==> config.mk <==
export PLATFORM = sky130hd
export DESIGN_NAME = i2bm_monitor
export DESIGN_NICKNAME = d
export VERILOG_FILES = /design/src/i2bm_pkg.sv /design/src/i2bm_monitor.sv
export SDC_FILE = /design/constraint.sdc
export NUM_CORES = 1
export LEC_CHECK = 0
export BUFFER_PORTS_ARGS = -buffer_cell sky130_fd_sc_hd__buf_2
export CELL_PAD_IN_SITES_DETAIL_PLACEMENT = 0
export CELL_PAD_IN_SITES_GLOBAL_PLACEMENT = 1
export CORE_MARGIN = 1
export CORE_UTILIZATION = 45
export CTS_BUF_LIST = sky130_fd_sc_hd__clkbuf_4 sky130_fd_sc_hd__clkbuf_8
export DETAILED_ROUTE_END_ITERATION = 10
export GPL_TIMING_DRIVEN = 1
export PLACE_DENSITY = 0.8
export SLEW_MARGIN = 10
export SYNTH_ARGS = -nofsm -noshare
export SYNTH_HDL_FRONTEND = slang
export SYNTH_SLANG_ARGS = --single-unit
==> constraint.sdc <==
create_clock -name CLOCK -period 2.85 [get_ports CLOCK]
set_input_delay 0.285 -clock CLOCK [delete_from_list [all_inputs] [get_ports CLOCK]]
set_output_delay 0.285 -clock CLOCK [all_outputs]
set_load 0.03 [all_outputs]
==> src/i2bm_pkg.sv <==
// Purpose: Constants and types for the I2C bus error monitor
// Assumes: 250 MHz system clock, AXI4-Lite with 32-bit data
// Notes:   Register map is word aligned
package i2bm_pkg;
    // ==========================================================
    // Register map
    localparam logic [3:0] OFS_STATUS = 4'h0;
    localparam logic [3:0] OFS_CTRL   = 4'h4;
    localparam logic [3:0] OFS_MASK   = 4'h8;
    localparam logic [3:0] OFS_RXDATA = 4'hC;
    // ==========================================================
    // Flag, state field and control bit positions
    localparam int BIT_NACK    = 7;
    localparam int BIT_ANACONT = 5;
    localparam int BIT_CONT    = 4;
    localparam int BIT_GLITCH  = 3;
    localparam int BIT_NOISE   = 2;
    localparam int BIT_RDTR    = 1;
    localparam int BIT_TIMEOUT = 0;
    localparam int BIT_STATE   = 14;
    localparam int BIT_TOEN    = 0;
    localparam int BIT_RDTREN  = 1;
    // ==========================================================
    // Reset values and response codes
    localparam logic [7:0] RST_FLAGS = 8'h00;
    localparam logic [7:0] RST_MASK  = 8'h00;
    localparam logic [1:0] RST_CTRL  = 2'h0;
    localparam logic [1:0] RESP_OKAY   = 2'h0;
    localparam logic [1:0] RESP_SLVERR = 2'h2;
    // ==========================================================
    // Timing
    localparam int CLK_MHZ     = 250;
    localparam int TIMEOUT_US  = 1000;
    localparam int TIMEOUT_CYC = TIMEOUT_US * CLK_MHZ;
    localparam int FILT_DEPTH  = 4;
    localparam int NOISE_WIN   = 8;
    // ==========================================================
    // Controller state code
    typedef enum logic [1:0] {
        ST_IDLE = 2'b00,
        ST_BUSY = 2'b01,
        ST_DONE = 2'b11,
        ST_ERR  = 2'b10
    } i2bm_state_t;
endpackage

==> src/i2bm_monitor.sv <==
// Purpose: Bus error monitor and sticky error flags of an I2C controller
// Assumes: Sequencer signals share CLOCK; bus pins are asynchronous
// Notes:   Pins pass two flops before any logic reads them
// Functional notes
// - Analog contention: filtered SDA vs driven, on SCL
// - Read bits latched with filtered SDA and SCL
// - Digital contention on raw lines when settled
// - Glitch: two consecutive samples disagree with filter
// - Noise: over quarter of samples disagree
// - Redundant read: compare first and second data
// - Redundant check only when its enable is one
// - Timeout flag, only when timeout enable is one
// - Flags clear on written zero; one ignored
// - All flags zero after reset
// - State code: 00 idle,01 busy,10 error,11 done
// - Address not acknowledged sets the nack flag
`timescale 1ns/1ps
`default_nettype none
module i2bm_monitor
    import i2bm_pkg::*;
#(
    parameter int FILT_D  = FILT_DEPTH,
    parameter int NWIN    = NOISE_WIN,
    parameter int TO_CYC  = TIMEOUT_CYC
) (
    input  wire logic        CLOCK,
    input  wire logic        RSTN,
    input  wire logic [3:0]  AWADDR,
    input  wire logic        AWVALID,
    output var  logic        AWREADY,
    input  wire logic [31:0] WDATA,
    input  wire logic [3:0]  WSTRB,
    input  wire logic        WVALID,
    output var  logic        WREADY,
    output var  logic [1:0]  BRESP,
    output var  logic        BVALID,
    input  wire logic        BREADY,
    input  wire logic [3:0]  ARADDR,
    input  wire logic        ARVALID,
    output var  logic        ARREADY,
    output var  logic [31:0] RDATA,
    output var  logic [1:0]  RRESP,
    output var  logic        RVALID,
    input  wire logic        RREADY,
    input  wire logic        SCL_RAW,
    input  wire logic        SDA_RAW,
    input  wire logic        SCL_AF,
    input  wire logic        SDA_AF,
    input  wire logic        SCL_DRV,
    input  wire logic        SDA_DRV,
    input  wire logic        SDA_OWN,
    input  wire logic        LINES_SETTLED,
    input  wire logic        ADDR_ACK_SLOT,
    input  wire logic        TXN_START,
    input  wire logic        TXN_DONE,
    input  wire logic        RD_PASS,
    output var  logic        IRQ,
    output var  logic [1:0]  STATE_CODE
);
    // ==========================================================
    // Parameter checks
    localparam int CW = $clog2(NWIN + 1);
    if (FILT_D < 2) begin : g_bad_filt
        $error("FILT_D must be at least 2");
    end
    if (NWIN < 4 || TO_CYC < 2) begin : g_bad_win
        $error("NWIN or TO_CYC too small");
    end

    // ==========================================================
    // State
    typedef struct packed {
        logic [3:0]                  s1;
        logic [3:0]                  s2;
        logic                        scl_prev;
        logic [1:0][FILT_D-1:0]      hist;
        logic [1:0]                  filt;
        logic [1:0]                  dis_prev;
        logic [1:0][CW-1:0]          dis_cnt;
        logic [CW-1:0]               win_cnt;
        logic [31:0]                 to_cnt;
        logic [7:0]                  flags;
        logic [7:0]                  mask;
        logic [1:0]                  ctrl;
        i2bm_state_t                 state;
        logic                        txn_err;
        logic [31:0]                 rx;
        logic [31:0]                 first;
        logic                        aw_have;
        logic [3:0]                  aw_addr;
        logic                        w_have;
        logic [31:0]                 wdata;
        logic [3:0]                  wstrb;
        logic                        awready;
        logic                        wready;
        logic                        bvalid;
        logic [1:0]                  bresp;
        logic                        arready;
        logic                        rvalid;
        logic [1:0]                  rresp;
        logic [31:0]                 rdata;
        logic                        irq;
    } i2bm_regs_t;

    i2bm_regs_t q_r;
    i2bm_regs_t q_nxt;

    // Syncs and filter reset to the idle-high bus level,
    // so no false SCL edge or glitch follows reset
    localparam i2bm_regs_t RST_REGS = '{
        flags   : RST_FLAGS,
        mask    : RST_MASK,
        ctrl    : RST_CTRL,
        state   : ST_IDLE,
        filt    : 2'b11,
        hist    : '1,
        s1      : 4'hF,
        s2      : 4'hF,
        scl_prev: 1'b1,
        default : '0
    };

    // ==========================================================
    // Next state
    always_comb begin
        logic [7:0]  ev;
        logic        scl_rise;
        logic        do_wr;
        logic        dis;
        logic [1:0]  ln;
        logic [CW-1:0] dc;
        logic        win_end;
        ev       = 8'h00;
        q_nxt    = q_r;
        dis      = 1'b0;
        dc       = '0;
        ln       = 2'b00;
        scl_rise = 1'b0;
        do_wr    = 1'b0;
        win_end  = 1'b0;
        // Second flop alone reads the first
        q_nxt.s1 = {SDA_AF, SCL_AF, SDA_RAW, SCL_RAW};
        q_nxt.s2 = q_r.s1;
        ln       = q_r.s2[1:0];
        scl_rise = q_r.s2[2] & ~q_r.scl_prev;
        q_nxt.scl_prev = q_r.s2[2];

        // Filtered SCL edge drives both checks and capture
        if (scl_rise) begin
            if (SDA_OWN && (q_r.s2[3] != SDA_DRV)) begin
                ev[BIT_ANACONT] = 1'b1;
            end
            if (ADDR_ACK_SLOT && q_r.s2[3]) begin
                ev[BIT_NACK] = 1'b1;
            end
            if (!SDA_OWN && !ADDR_ACK_SLOT && q_r.state == ST_BUSY) begin
                q_nxt.rx = {q_r.rx[30:0], q_r.s2[3]};
            end
        end

        // Raw lines must match what is driven once settled
        // Drive is not delayed to match the syncs; it must hold while settled
        if (LINES_SETTLED && ((ln[0] != SCL_DRV) || (SDA_OWN && ln[1] != SDA_DRV))) begin
            ev[BIT_CONT] = 1'b1;
        end

        // Oversampling filter per line; new value only when unanimous
        win_end = LINES_SETTLED && (q_r.win_cnt == CW'(NWIN - 1));
        if (LINES_SETTLED) begin
            q_nxt.win_cnt = win_end ? '0 : q_r.win_cnt + CW'(1);
        end
        for (int i = 0; i < 2; i++) begin
            q_nxt.hist[i] = {q_r.hist[i][FILT_D-2:0], ln[i]};
            if (&q_r.hist[i]) begin
                q_nxt.filt[i] = 1'b1;
            end else if (~|q_r.hist[i]) begin
                q_nxt.filt[i] = 1'b0;
            end
            dis = ln[i] != q_r.filt[i];
            q_nxt.dis_prev[i] = LINES_SETTLED & dis;
            if (LINES_SETTLED && dis && q_r.dis_prev[i]) begin
                ev[BIT_GLITCH] = 1'b1;
            end
            if (LINES_SETTLED) begin
                dc = q_r.dis_cnt[i] + CW'(dis);
                // Count times four beats the whole window
                if (win_end && (32'(dc) * 4 > NWIN)) begin
                    ev[BIT_NOISE] = 1'b1;
                end
                q_nxt.dis_cnt[i] = win_end ? '0 : dc;
            end
        end

        // Timeout counts only while busy and enabled
        // Count stops at the limit so one stuck transaction flags once
        if (q_r.state == ST_BUSY && q_r.ctrl[BIT_TOEN]) begin
            if (q_r.to_cnt != 32'(TO_CYC)) begin
                q_nxt.to_cnt = q_r.to_cnt + 32'd1;
            end
            if (q_r.to_cnt == 32'(TO_CYC - 1)) begin
                ev[BIT_TIMEOUT] = 1'b1;
            end
        end else begin
            q_nxt.to_cnt = 32'd0;
        end

        // Transaction end and redundant read check
        if (TXN_DONE && q_r.state == ST_BUSY) begin
            if (!RD_PASS) begin
                q_nxt.first = q_r.rx;
            end else if (q_r.ctrl[BIT_RDTREN] && q_r.rx != q_r.first) begin
                ev[BIT_RDTR] = 1'b1;
            end
        end

        // ==========================================================
        // AXI4-Lite write path
        if (AWVALID && q_r.awready) begin
            q_nxt.aw_have = 1'b1;
            q_nxt.aw_addr = AWADDR;
        end
        if (WVALID && q_r.wready) begin
            q_nxt.w_have = 1'b1;
            q_nxt.wdata  = WDATA;
            q_nxt.wstrb  = WSTRB;
        end
        do_wr = q_r.aw_have && q_r.w_have && !q_r.bvalid;
        if (q_r.bvalid && BREADY) begin
            q_nxt.bvalid = 1'b0;
        end
        if (do_wr) begin
            q_nxt.aw_have = 1'b0;
            q_nxt.w_have  = 1'b0;
            q_nxt.bvalid  = 1'b1;
            q_nxt.bresp   = RESP_OKAY;
            case (q_r.aw_addr)
                OFS_STATUS: begin
                    // Zero clears; a new event still wins below
                    if (q_r.wstrb[0]) begin
                        q_nxt.flags = q_r.flags & q_r.wdata[7:0];
                    end
                    if (q_r.wstrb[1] && q_r.wdata[15:14] == 2'b00 && q_r.state != ST_BUSY) begin
                        q_nxt.state = ST_IDLE;
                    end
                end
                OFS_CTRL: begin
                    if (q_r.wstrb[0]) begin
                        q_nxt.ctrl = q_r.wdata[1:0];
                    end
                end
                OFS_MASK: begin
                    if (q_r.wstrb[0]) begin
                        q_nxt.mask = q_r.wdata[7:0];
                    end
                end
                OFS_RXDATA: begin
                    q_nxt.bresp = RESP_OKAY;
                end
                default: begin
                    // Unmapped offset: answer an error, change nothing
                    q_nxt.bresp = RESP_SLVERR;
                end
            endcase
        end
        // Ready only while the holding slot is empty
        q_nxt.awready = ~q_nxt.aw_have;
        q_nxt.wready  = ~q_nxt.w_have;

        // Set beats clear
        q_nxt.flags = q_nxt.flags | ev;

        // ==========================================================
        // Transaction state code
        if (q_r.state == ST_BUSY) begin
            q_nxt.txn_err = q_r.txn_err | (|ev);
            if (TXN_DONE) begin
                q_nxt.state = (q_r.txn_err || (|ev)) ? ST_ERR : ST_DONE;
            end
        end else if (TXN_START) begin
            q_nxt.state   = ST_BUSY;
            q_nxt.txn_err = 1'b0;
            q_nxt.rx      = 32'h0000_0000;
        end

        // ==========================================================
        // AXI4-Lite read path
        // Read data is the state before the edge that takes the address
        if (q_r.rvalid && RREADY) begin
            q_nxt.rvalid = 1'b0;
        end
        if (ARVALID && q_r.arready) begin
            q_nxt.rvalid = 1'b1;
            q_nxt.rresp  = RESP_OKAY;
            q_nxt.rdata  = 32'h0000_0000;
            case (ARADDR)
                OFS_STATUS: begin
                    q_nxt.rdata[15:14] = q_r.state;
                    q_nxt.rdata[7:0]   = q_r.flags;
                end
                OFS_CTRL: begin
                    q_nxt.rdata[1:0] = q_r.ctrl;
                end
                OFS_MASK: begin
                    q_nxt.rdata[7:0] = q_r.mask;
                end
                OFS_RXDATA: begin
                    q_nxt.rdata = q_r.rx;
                end
                default: begin
                    q_nxt.rresp = RESP_SLVERR;
                end
            endcase
        end
        q_nxt.arready = ~q_nxt.rvalid;

        // Taken from the next state so IRQ moves at the same edge as the flags
        q_nxt.irq = |(q_nxt.flags & q_nxt.mask);
    end

    // ==========================================================
    // Registers
    always_ff @(posedge CLOCK or negedge RSTN) begin
        if (!RSTN) begin
            q_r <= RST_REGS;
        end else begin
            q_r <= q_nxt;
        end
    end

    assign AWREADY    = q_r.awready;
    assign WREADY     = q_r.wready;
    assign BVALID     = q_r.bvalid;
    assign BRESP      = q_r.bresp;
    assign ARREADY    = q_r.arready;
    assign RVALID     = q_r.rvalid;
    assign RRESP      = q_r.rresp;
    assign RDATA      = q_r.rdata;
    assign IRQ        = q_r.irq;
    assign STATE_CODE = q_r.state;
endmodule // i2bm_monitor
`default_nettype wire

==> impl_metrics.toml, run 1 <==
[clock_network]
clock_sinks = 208
cts.repair.resized = 0
htree_levels = 2
clock_latency_ns = 0.53
clock-root-buffer = "clkbuf_8"
cts-buffers-inserted = 36
cts_tree = "yes"
cts_max_path_buffers = 3
path_clk_slew_ns = 0.06

[timing]
tns_ns = 0
hold_viol = 0
relSlewSlack_pct = 45.5
fin_crit_sh_pct = 90.0
setup_viol = 0
tightest_slew_ns = 0.817
fmax_mhz = 390
drv_slew = 0
worst_slack_ns = 0.284
final.min_clock_period_ns = 2.57
fin_skew_ns = 0.0190
rsz0062_at_grt = "no"

[power]
power_density_mw_per_mm2 = 738
vdd_drop_max_v = 0.000531
p_leak_nw = 4.90

[synth]
yosysTopAreaCellShare_pct = 50.1
avgSynthCellArea_um2 = 10.5
synthTopCellsByArea = "dfrtp_1 (50%), nand2_1 (6.9%), mux2_2 (6.2%)"
synth_area_mm2 = 0.00943
synthMostInstantiatedCell = "dfrtp_1"
synth_top_area_cell = "dfrtp_1"
ys_seq_area_share_pct = 55.4
ys_warn_count = 0
synth_edf_count = 0
ys_types = 57
ys_ff_latch = 208
yosys-top-cells-count = "dfrtp_1 (189), nand2_1 (173), o21ai_0 (60)"
async_reset_ff_share_pct = 100
ys.flop_type = "dfrtp_1"
syn_inst = 900

[detailed_routing]
drtIter0Drc = 350
wl_um = 20400
ant_nets = 0
firstDrtPassIters = 5
wl_per_cell_um = 15.9
vias_per_cell = 5.14
drc = 0
num_vias = 6599

[global_route]
grt_use_met2_pct = 30.4
top_usage_layer = "met2"
grtUsageTotal_pct = 19.8
grt-ovfl-total = 0
grt_first_pass_wirelength_um = 33800
grt_pass1_vias = 6612
antenna_found_initial = 1
met1_usage_pct = 28.0
grt_max_degree = 101
use_met3_pct = 4.13

[worst_setup_path]
crit_arrival_ns = 2.95
r2r-end = "IRQ"
crit_type = "register to register"
crit_path_max_incr_delay_ns = 0.55
worstPathMaxFanout = 3
cp_slowest_cell = "dfstp_2"
start_kind = "register"
reg2reg_from = "q_r[215]"
path_buf_inv = 0
crit_required_ns = 3.23
crit_path_frequent_cell = "ha_1"
path_delay_family = "simple AND/OR/NAND/NOR gates"
reg2reg_slack_ns = 0.28
cp_cell_sequence = "xor2_1, ha_1, ha_1, a221oi_1, and4_1, a2111o_1, o21ai_0, or4_1"
critPathCaptureType = "register"
reg2regPathDepth = 8

[cells_and_area]
antenna_cells = 0
drive_gt1_share_pct = 24.2
area_growth_pct = 15.9
fin_area_mm2 = 0.0109
num-nets-final = 1058
final_util_pct = 53.7

[hold_path]
min_from = "WDATA[0]"
whs_endpoint = "q_r[46]"
hold_class = "input port to register"
hold_depth = 2

[floorplan]
start_util_pct = 46.3
ios = 107
die_area_mm2 = 0.0215
num_rows = 52
die_y_um = 147
die_w_um = 147
core_mm2 = 0.0204

[placement]
gp_congestion = 0.852
port_buffers = 80
hpwl_um = 13900
dp_slack_ns = 0.286
place_area_mm2 = 0.00994

[run]
max-cap-violations = 0

[status]
status = "finished, final reports clean"
## cell usage in the layout (no fill, tap or decap), types with 4 or more instances in the layout
cell type      instances
buf_2                 79
and2_1                 4
xor2_1                23
xnor2_1               42
nor3_1                11
clkbuf_4              18
dfstp_2               19
nand2_1              173
and3_1                 8
nor2_1                44
ha_1                   7
nor4_1                 4
dlygate4sd3_1         22
a21oi_1               43
a22o_1                 8
and4_1                 4
mux2i_1                7
mux2_2                52
buf_4                 15
nand2b_1               4
clkbuf_8              47
nand3_1               23
o21ai_0               60
inv_1                 20
a31oi_1                5
or3_1                 10
nand4_1               18
dfrtp_1              189
## cell type report
| cell class | count | area (um2) |
|---|---|---|
| clock inverter | 1 | 8.76 |
| inverter | 20 | 75.1 |
| sequential | 208 | 5230 |
| timing repair buffer | 119 | 782 |
| tap | 270 | 338 |
| fill | 1822 | 9430 |
| multi-input combinational | 603 | 3730 |
| clock buffer | 64 | 768 |
## power breakdown
part           internal [mW]  total (mW)  switching (mW)
clock                   1.68        2.85            1.17
combinational          0.647        1.49           0.841
sequential              3.36        3.74           0.371
## registers in the layout, summed over array words and instances, names as in the netlist
| signal | count |
|---|---|
| RRESP | 1 |
| RVALID | 1 |
| WREADY | 1 |
| STATE_CODE | 2 |
| BRESP | 1 |
| q_r | 153 |
| IRQ | 1 |
| q_nxt | 13 |
| RDATA | 32 |
| BVALID | 1 |
| ARREADY | 1 |
| AWREADY | 1 |
## metal layers
| layer | up-vias | wire length (um) |
|---|---|---|
| met5 | - | 10 |
| li1 | 3221 | - |
| met4 | 2 | 439 |
| met3 | 32 | 912 |
| met1 | 3201 | 9690 |
| met2 | 143 | 9350 |
## cells by family (layout without fill, tap and decap cells)
logic type	Yosys count	count (layout)	share of synthesized area, %
AND/OR/NAND/NOR	327	327	16.2
flip-flops	208	208	55.4
AO/OA/AOI/OAI	140	140	8.64
buffers and inverters	90	204	5.09
XOR/XNOR	65	65	6.04
multiplexers	62	62	7.59
adder cells (fa/ha/maj)	7	7	0.928
other	1	2	0.0398
## repair_timing
| action | in CTS | in global routing |
|---|---|---|
| hold endpoints to repair | 97 | 0 |
| setup buffers | 0 | 0 |
| hold buffers | 22 | 0 |
## worst max path at each step
stage / from / to / slack, ns / cells past startpoint
6_report: q_r[215] / IRQ / 0.28 / 8
5_1_grt: q_r[215] / IRQ / 0.05 / 8
4_1_cts: q_r[215] / IRQ / 0.27 / 8
3_5_place_dp: q_nxt[221] / IRQ / 0.29 / 8
3_3_place_gp: q_nxt[221] / IRQ / 0.31 / 8
2_1_floorplan: q_nxt[217] / IRQ / 0.50 / 8
## stage by stage
stage / std cells / total power [mW] / hold slack, ns
finish: 1285 / 8.07 / 0.0253
detailed placement: 1198 / 5.25 / 0.347
global placement: 1198 / 5.23 / 0.346
CTS: 1285 / 8.18 / 0.00406
global route: 1285 / 8.53 / 0.00157
floorplan: 901 / 4.78 / -0.0106
## worst reg2reg max path, delay by kind of cell (launching register included)
kind	cells	cell delay [ns]
xor+xnor	1	0.24
fa+ha+maj	2	0.46
simple gates	2	0.72
flops	1	0.55
compound gates	3	0.46
Power figures use the tool's default switching activity.
==> inputs of run 2 (changes only) <==
--- a/config.mk
+++ b/config.mk
@@ -5,15 +5,15 @@
 export SDC_FILE = /design/constraint.sdc
 export NUM_CORES = 1
 export LEC_CHECK = 0
-export BUFFER_PORTS_ARGS = -buffer_cell sky130_fd_sc_hd__buf_2
 export CELL_PAD_IN_SITES_DETAIL_PLACEMENT = 0
 export CELL_PAD_IN_SITES_GLOBAL_PLACEMENT = 1
 export CORE_MARGIN = 1
 export CORE_UTILIZATION = 45
 export CTS_BUF_LIST = sky130_fd_sc_hd__clkbuf_4 sky130_fd_sc_hd__clkbuf_8
 export DETAILED_ROUTE_END_ITERATION = 10
+export DONT_BUFFER_PORTS = 1
 export GPL_TIMING_DRIVEN = 1
-export PLACE_DENSITY = 0.8
+export PLACE_DENSITY = 0.75
 export SLEW_MARGIN = 10
 export SYNTH_ARGS = -nofsm -noshare
 export SYNTH_HDL_FRONTEND = slang
==> impl_metrics.toml, run 2 (synthesis results as in run 1) <==
[power]
power_density_mw_per_mm2 = 752
p_sw_mw = 2.32
clockPowerShare_pct = 35.7
vdd_drop_max_v = 0.000522
comb_power_share_pct = 15.9
swShare_pct = 29.3
seqPwrFrac_pct = 48.4
intPower_mw = 5.61
p_leak_nw = 4.53

[run]
max-cap-violations = 0

[cells_and_area]
largest_reg_flops = 153
nFillCells = 1837
regArea_mm2 = 0.00523
area_growth_pct = 11.8
regMostFlops = "q_r"
layout_common_cells = "dfrtp_1 (189), nand2_1 (173), o21ai_0 (60)"
antenna_cells = 0
final_common_cell = "dfrtp_1"
multi_input_area_mm2 = 0.00373
num-nets-final = 985
drive_gt1_share_pct = 17.4

[clock_network]
clock_latency_ns = 0.52
cts_hold_buf = 29
cts.repair.resized = 0
path_clk_slew_ns = 0.06
clock-root-buffer = "clkbuf_8"
cts-buffers-inserted = 37
cts_max_path_buffers = 3
clock_sinks = 208
htree_levels = 2
cts_tree = "yes"

[worst_setup_path]
reg2reg_slack_ns = 0.24
start_kind = "register"
path_delay_family = "simple AND/OR/NAND/NOR gates"
r2r-end = "IRQ"
crit_path_frequent_cell = "ha_1"
critPathCaptureType = "register"
crit_arrival_ns = 3.00
crit_path_max_incr_delay_ns = 0.55
worstPathMaxFanout = 3
path_buf_inv = 0
worstSetupStartpoint = "q_r[215]"
crit_required_ns = 3.24
crit_type = "register to register"
cp_cell_sequence = "xor2_1, ha_1, ha_1, a221oi_1, and4_1, a2111o_1, o21ai_0, or4_1"
cp_slowest_cell = "dfstp_2"
reg2regPathDepth = 8
reg2reg_from = "q_r[215]"

[status]
status = "finished, violations left"
violations = "hold timing"

[timing]
worst_slack_ns = 0.240
whs_ns = -0.528
tns_ns = 0
drv_slew = 0
hold_viol = 208
rsz0062_at_grt = "no"
fin_crit_sh_pct = 91.6
final.min_clock_period_ns = 2.61
relSlewSlack_pct = 52.8
tightest_slew_ns = 0.702
setup_viol = 0
fmax_mhz = 383
fin_skew_ns = 0.0240

[placement]
hpwl_um = 13400
gp_congestion = 0.843
dp_slack_ns = 0.211
port_buffers = 0

[hold_path]
hold_class = "input port to asynchronous set/reset pin"

[floorplan]
die_area_mm2 = 0.0215
num_rows = 52
die_y_um = 147
die_w_um = 147
ios = 107
start_util_pct = 46.3
core_mm2 = 0.0204

[global_route]
grt-ovfl-total = 0
grt_pass1_vias = 6452
grt_first_pass_wirelength_um = 34300
grt_max_degree = 209
antenna_found_initial = 0
grtUsageTotal_pct = 20.1

[detailed_routing]
wl_per_cell_um = 16.9
num_vias = 6353
firstDrtPassIters = 4
drtIter0Drc = 378
wl_um = 20400
ant_nets = 0
drc = 0
vias_per_cell = 5.25
==> run 2: metal layers <==
| metal | routed length (um) | vias up | track usage (%) | part of all wire (%) |
|---|---|---|---|---|
| li1 | - | 3073 | - | - |
| met1 | 9380 | 3081 | 27.2 | 46 |
| met2 | 9200 | 152 | 31.1 | 45 |
| met3 | 1210 | 47 | 5.00 | 5.9 |
| met4 | 614 | 0 | 8.13 | 3.0 |
| met5 | 0 | - | 0 | 0 |
==> run 2: timing repair <==
| item | CTS | global route |
|---|---|---|
| endpoints found under the hold margin | 252 | 208 |
| setup buffers | 0 | 0 |
| endpoints found under the setup margin | 0 | 0 |
==> run 2: how the worst max path moves through the flow <==
stage / endpoint / slack (ns) / cells after the start
6_report: IRQ / 0.24 / 8
5_1_grt: IRQ / 0.07 / 8
4_1_cts: IRQ / 0.22 / 8
3_5_place_dp: IRQ / 0.21 / 8
3_3_place_gp: IRQ / 0.26 / 8
2_1_floorplan: IRQ / 0.50 / 8
==> run 2: area by class of cell <==
class	instances	area share [%]
sequential	208	49.6
multi-input combinational	603	35.4
clock buffer	61	7.13
timing repair buffer	45	3.89
tap	270	3.20
inverter	20	0.712
clock inverter	2	0.119
==> run 2: power by group through the flow <==
stage	registers, mW	clock network (mW)	logic, mW
floorplan	3.71	0	1.07
global placement	3.87	0	1.22
detailed placement	3.88	0	1.24
CTS	3.83	2.92	1.27
global route	3.90	3.06	1.41
finish	3.84	2.83	1.26
==> run 2: stage by stage <==
stage	power [mW]	instance area (um2)	util, %	instances
floorplan	4.78	9440	-	901
CTS	8.02	10500	51.8	1209
global route	8.37	10500	51.8	1209
global placement	5.08	9490	46.6	1117
detailed placement	5.12	9490	46.6	1117
finish	7.93	10500	51.8	1209
==> inputs of run 3 (changes only) <==
--- a/config.mk
+++ b/config.mk
@@ -8,12 +8,13 @@
 export CELL_PAD_IN_SITES_DETAIL_PLACEMENT = 0
 export CELL_PAD_IN_SITES_GLOBAL_PLACEMENT = 1
 export CORE_MARGIN = 1
-export CORE_UTILIZATION = 45
+export CORE_UTILIZATION = 41
 export CTS_BUF_LIST = sky130_fd_sc_hd__clkbuf_4 sky130_fd_sc_hd__clkbuf_8
 export DETAILED_ROUTE_END_ITERATION = 10
 export DONT_BUFFER_PORTS = 1
 export GPL_TIMING_DRIVEN = 1
-export PLACE_DENSITY = 0.75
+export PLACE_DENSITY = 0.69
+export SETUP_SLACK_MARGIN = 0.4
 export SLEW_MARGIN = 10
 export SYNTH_ARGS = -nofsm -noshare
 export SYNTH_HDL_FRONTEND = slang
==> impl_metrics.toml, run 3 (synthesis results as in run 1) <==
[timing]
setup_viol = 0
final.min_clock_period_ns = 2.35
hold_viol = 208
fin_skew_ns = 0.0197
drv_slew = 0
tns_ns = 0
rsz0062_at_grt = "no"
fmax_mhz = 425
whs_ns = -0.547
fin_crit_sh_pct = 82.6
relSlewSlack_pct = 38.9
tightest_slew_ns = 0.914

[worst_setup_path]
crit_required_ns = 3.26
crit_arrival_ns = 2.76
worstSetupStartpoint = "q_r[80]"
crit_type = "register to register"
worstPathMaxFanout = 9
reg2reg_from = "q_r[80]"
start_kind = "register"
critPathCaptureType = "register"

[placement]
hpwl_um = 13600
gp_congestion = 0.835
port_buffers = 0
place_inst = 1130

[power]
vdd_drop_max_v = 0.000547
power_density_mw_per_mm2 = 762
p_leak_nw = 4.59

[floorplan]
die_y_um = 154
start_util_pct = 41.8
num_rows = 55
core_mm2 = 0.0226
die_area_mm2 = 0.0236
die_w_um = 154
ios = 107

[global_route]
grt-ovfl-total = 0
grt_pass1_vias = 6518
antenna_found_initial = 0
grtUsageTotal_pct = 18.7
grt_max_degree = 209
grt_first_pass_wirelength_um = 35100

[detailed_routing]
drc = 0
ant_nets = 0
wl_per_cell_um = 17.2
wl_um = 21300
firstDrtPassIters = 4
num_vias = 6411
vias_per_cell = 5.19
drtIter0Drc = 409

[status]
violations = "hold timing"
status = "finished, violations left"

[clock_network]
clock_sinks = 208
cts_tree = "yes"
clock-root-buffer = "clkbuf_8"
cts_hold_buf = 28
htree_levels = 2
path_clk_slew_ns = 0.07
cts_max_path_buffers = 3
clock_latency_ns = 0.53
cts-buffers-inserted = 37

[cells_and_area]
area_growth_pct = 13.7
drive_gt1_share_pct = 19.5
layout_common_cells = "dfrtp_1 (188), nand2_1 (172), o21ai_0 (60)"
regMostFlops = "q_r"
num-nets-final = 991
largest_reg_flops = 153
final_common_cell = "dfrtp_1"
antenna_cells = 0
stdcell_count = 1235

[hold_path]
hold_class = "input port to asynchronous set/reset pin"

[run]
max-cap-violations = 0
## run 3: cell count changes in the layout (fill, tap and decap cells not counted), sizes merged
cell / delta
inv: +2
clkbuf: +3
dlygate4sd3: -1
buf: +7
## run 3: worst max-delay path: stages, from the launching register on
cell and delay [ns]:
dfrtp_1 0.42, nor4b_4 0.44, nand3_4 0.20, mux2_4 0.35
a21bo_1 0.18, o2111ai_1 0.13, or4_1 0.51
## run 3: timing repair
action,in CTS,in global routing
gates cloned,0,0
hold endpoints to repair,250,208
endpoints found under the setup margin,1,1
setup buffers,6,3
gates resized for setup,5,5
pin swaps,5,8
## run 3: worst paths after layout
kind / cells after the start / to / slack [ns]
max: 6 / IRQ / 0.50
min: 0 / RDATA[28] / -0.55
max reg2reg: 6 / IRQ / 0.50
min reg2reg: 0 / q_nxt[225] / 0.35
max in group asynchronous: 0 / q_nxt[229] / 2.96
min in group CLOCK: 3 / q_r[162] / 0.05
## run 3: per-layer routing
metal	GRT usage, %	vias up	wire length, um
li1	-	3093	-
met1	25.9	3124	9940
met2	29.0	156	9610
met3	4.34	38	1320
met4	5.86	0	418
met5	0	-	0
## run 3: area by class of cell
cell class	instances	area, um2
Inverter	20	75.1
Timing Repair Buffer	51	465
Clock inverter	4	30.0
Tap cell	285	357
Multi-Input combinational cell	603	3790
Sequential cell	208	5230
Clock buffer	64	781
Fill cell	2128	11800
## run 3: metrics by stage
stage | power [mW] | hold slack [ns] | cell area, um2 | setup WS, ns | utilization, %
floorplan | 4.78 | -0.0106 | 9440 | 0.498 | -
global placement | 5.12 | -0.00600 | 9510 | 0.269 | 42.1
detailed placement | 5.13 | -0.00637 | 9510 | 0.224 | 42.1
CTS | 8.22 | -0.580 | 10700 | 0.420 | 47.3
global route | 8.60 | -0.586 | 10700 | 0.405 | 47.5
finish | 8.17 | -0.547 | 10700 | 0.495 | 47.5
## run 3: power by group
group / internal [mW] / switching (mW)
clock network: 1.73 / 1.24
registers: 3.36 / 0.494
logic: 0.651 / 0.690
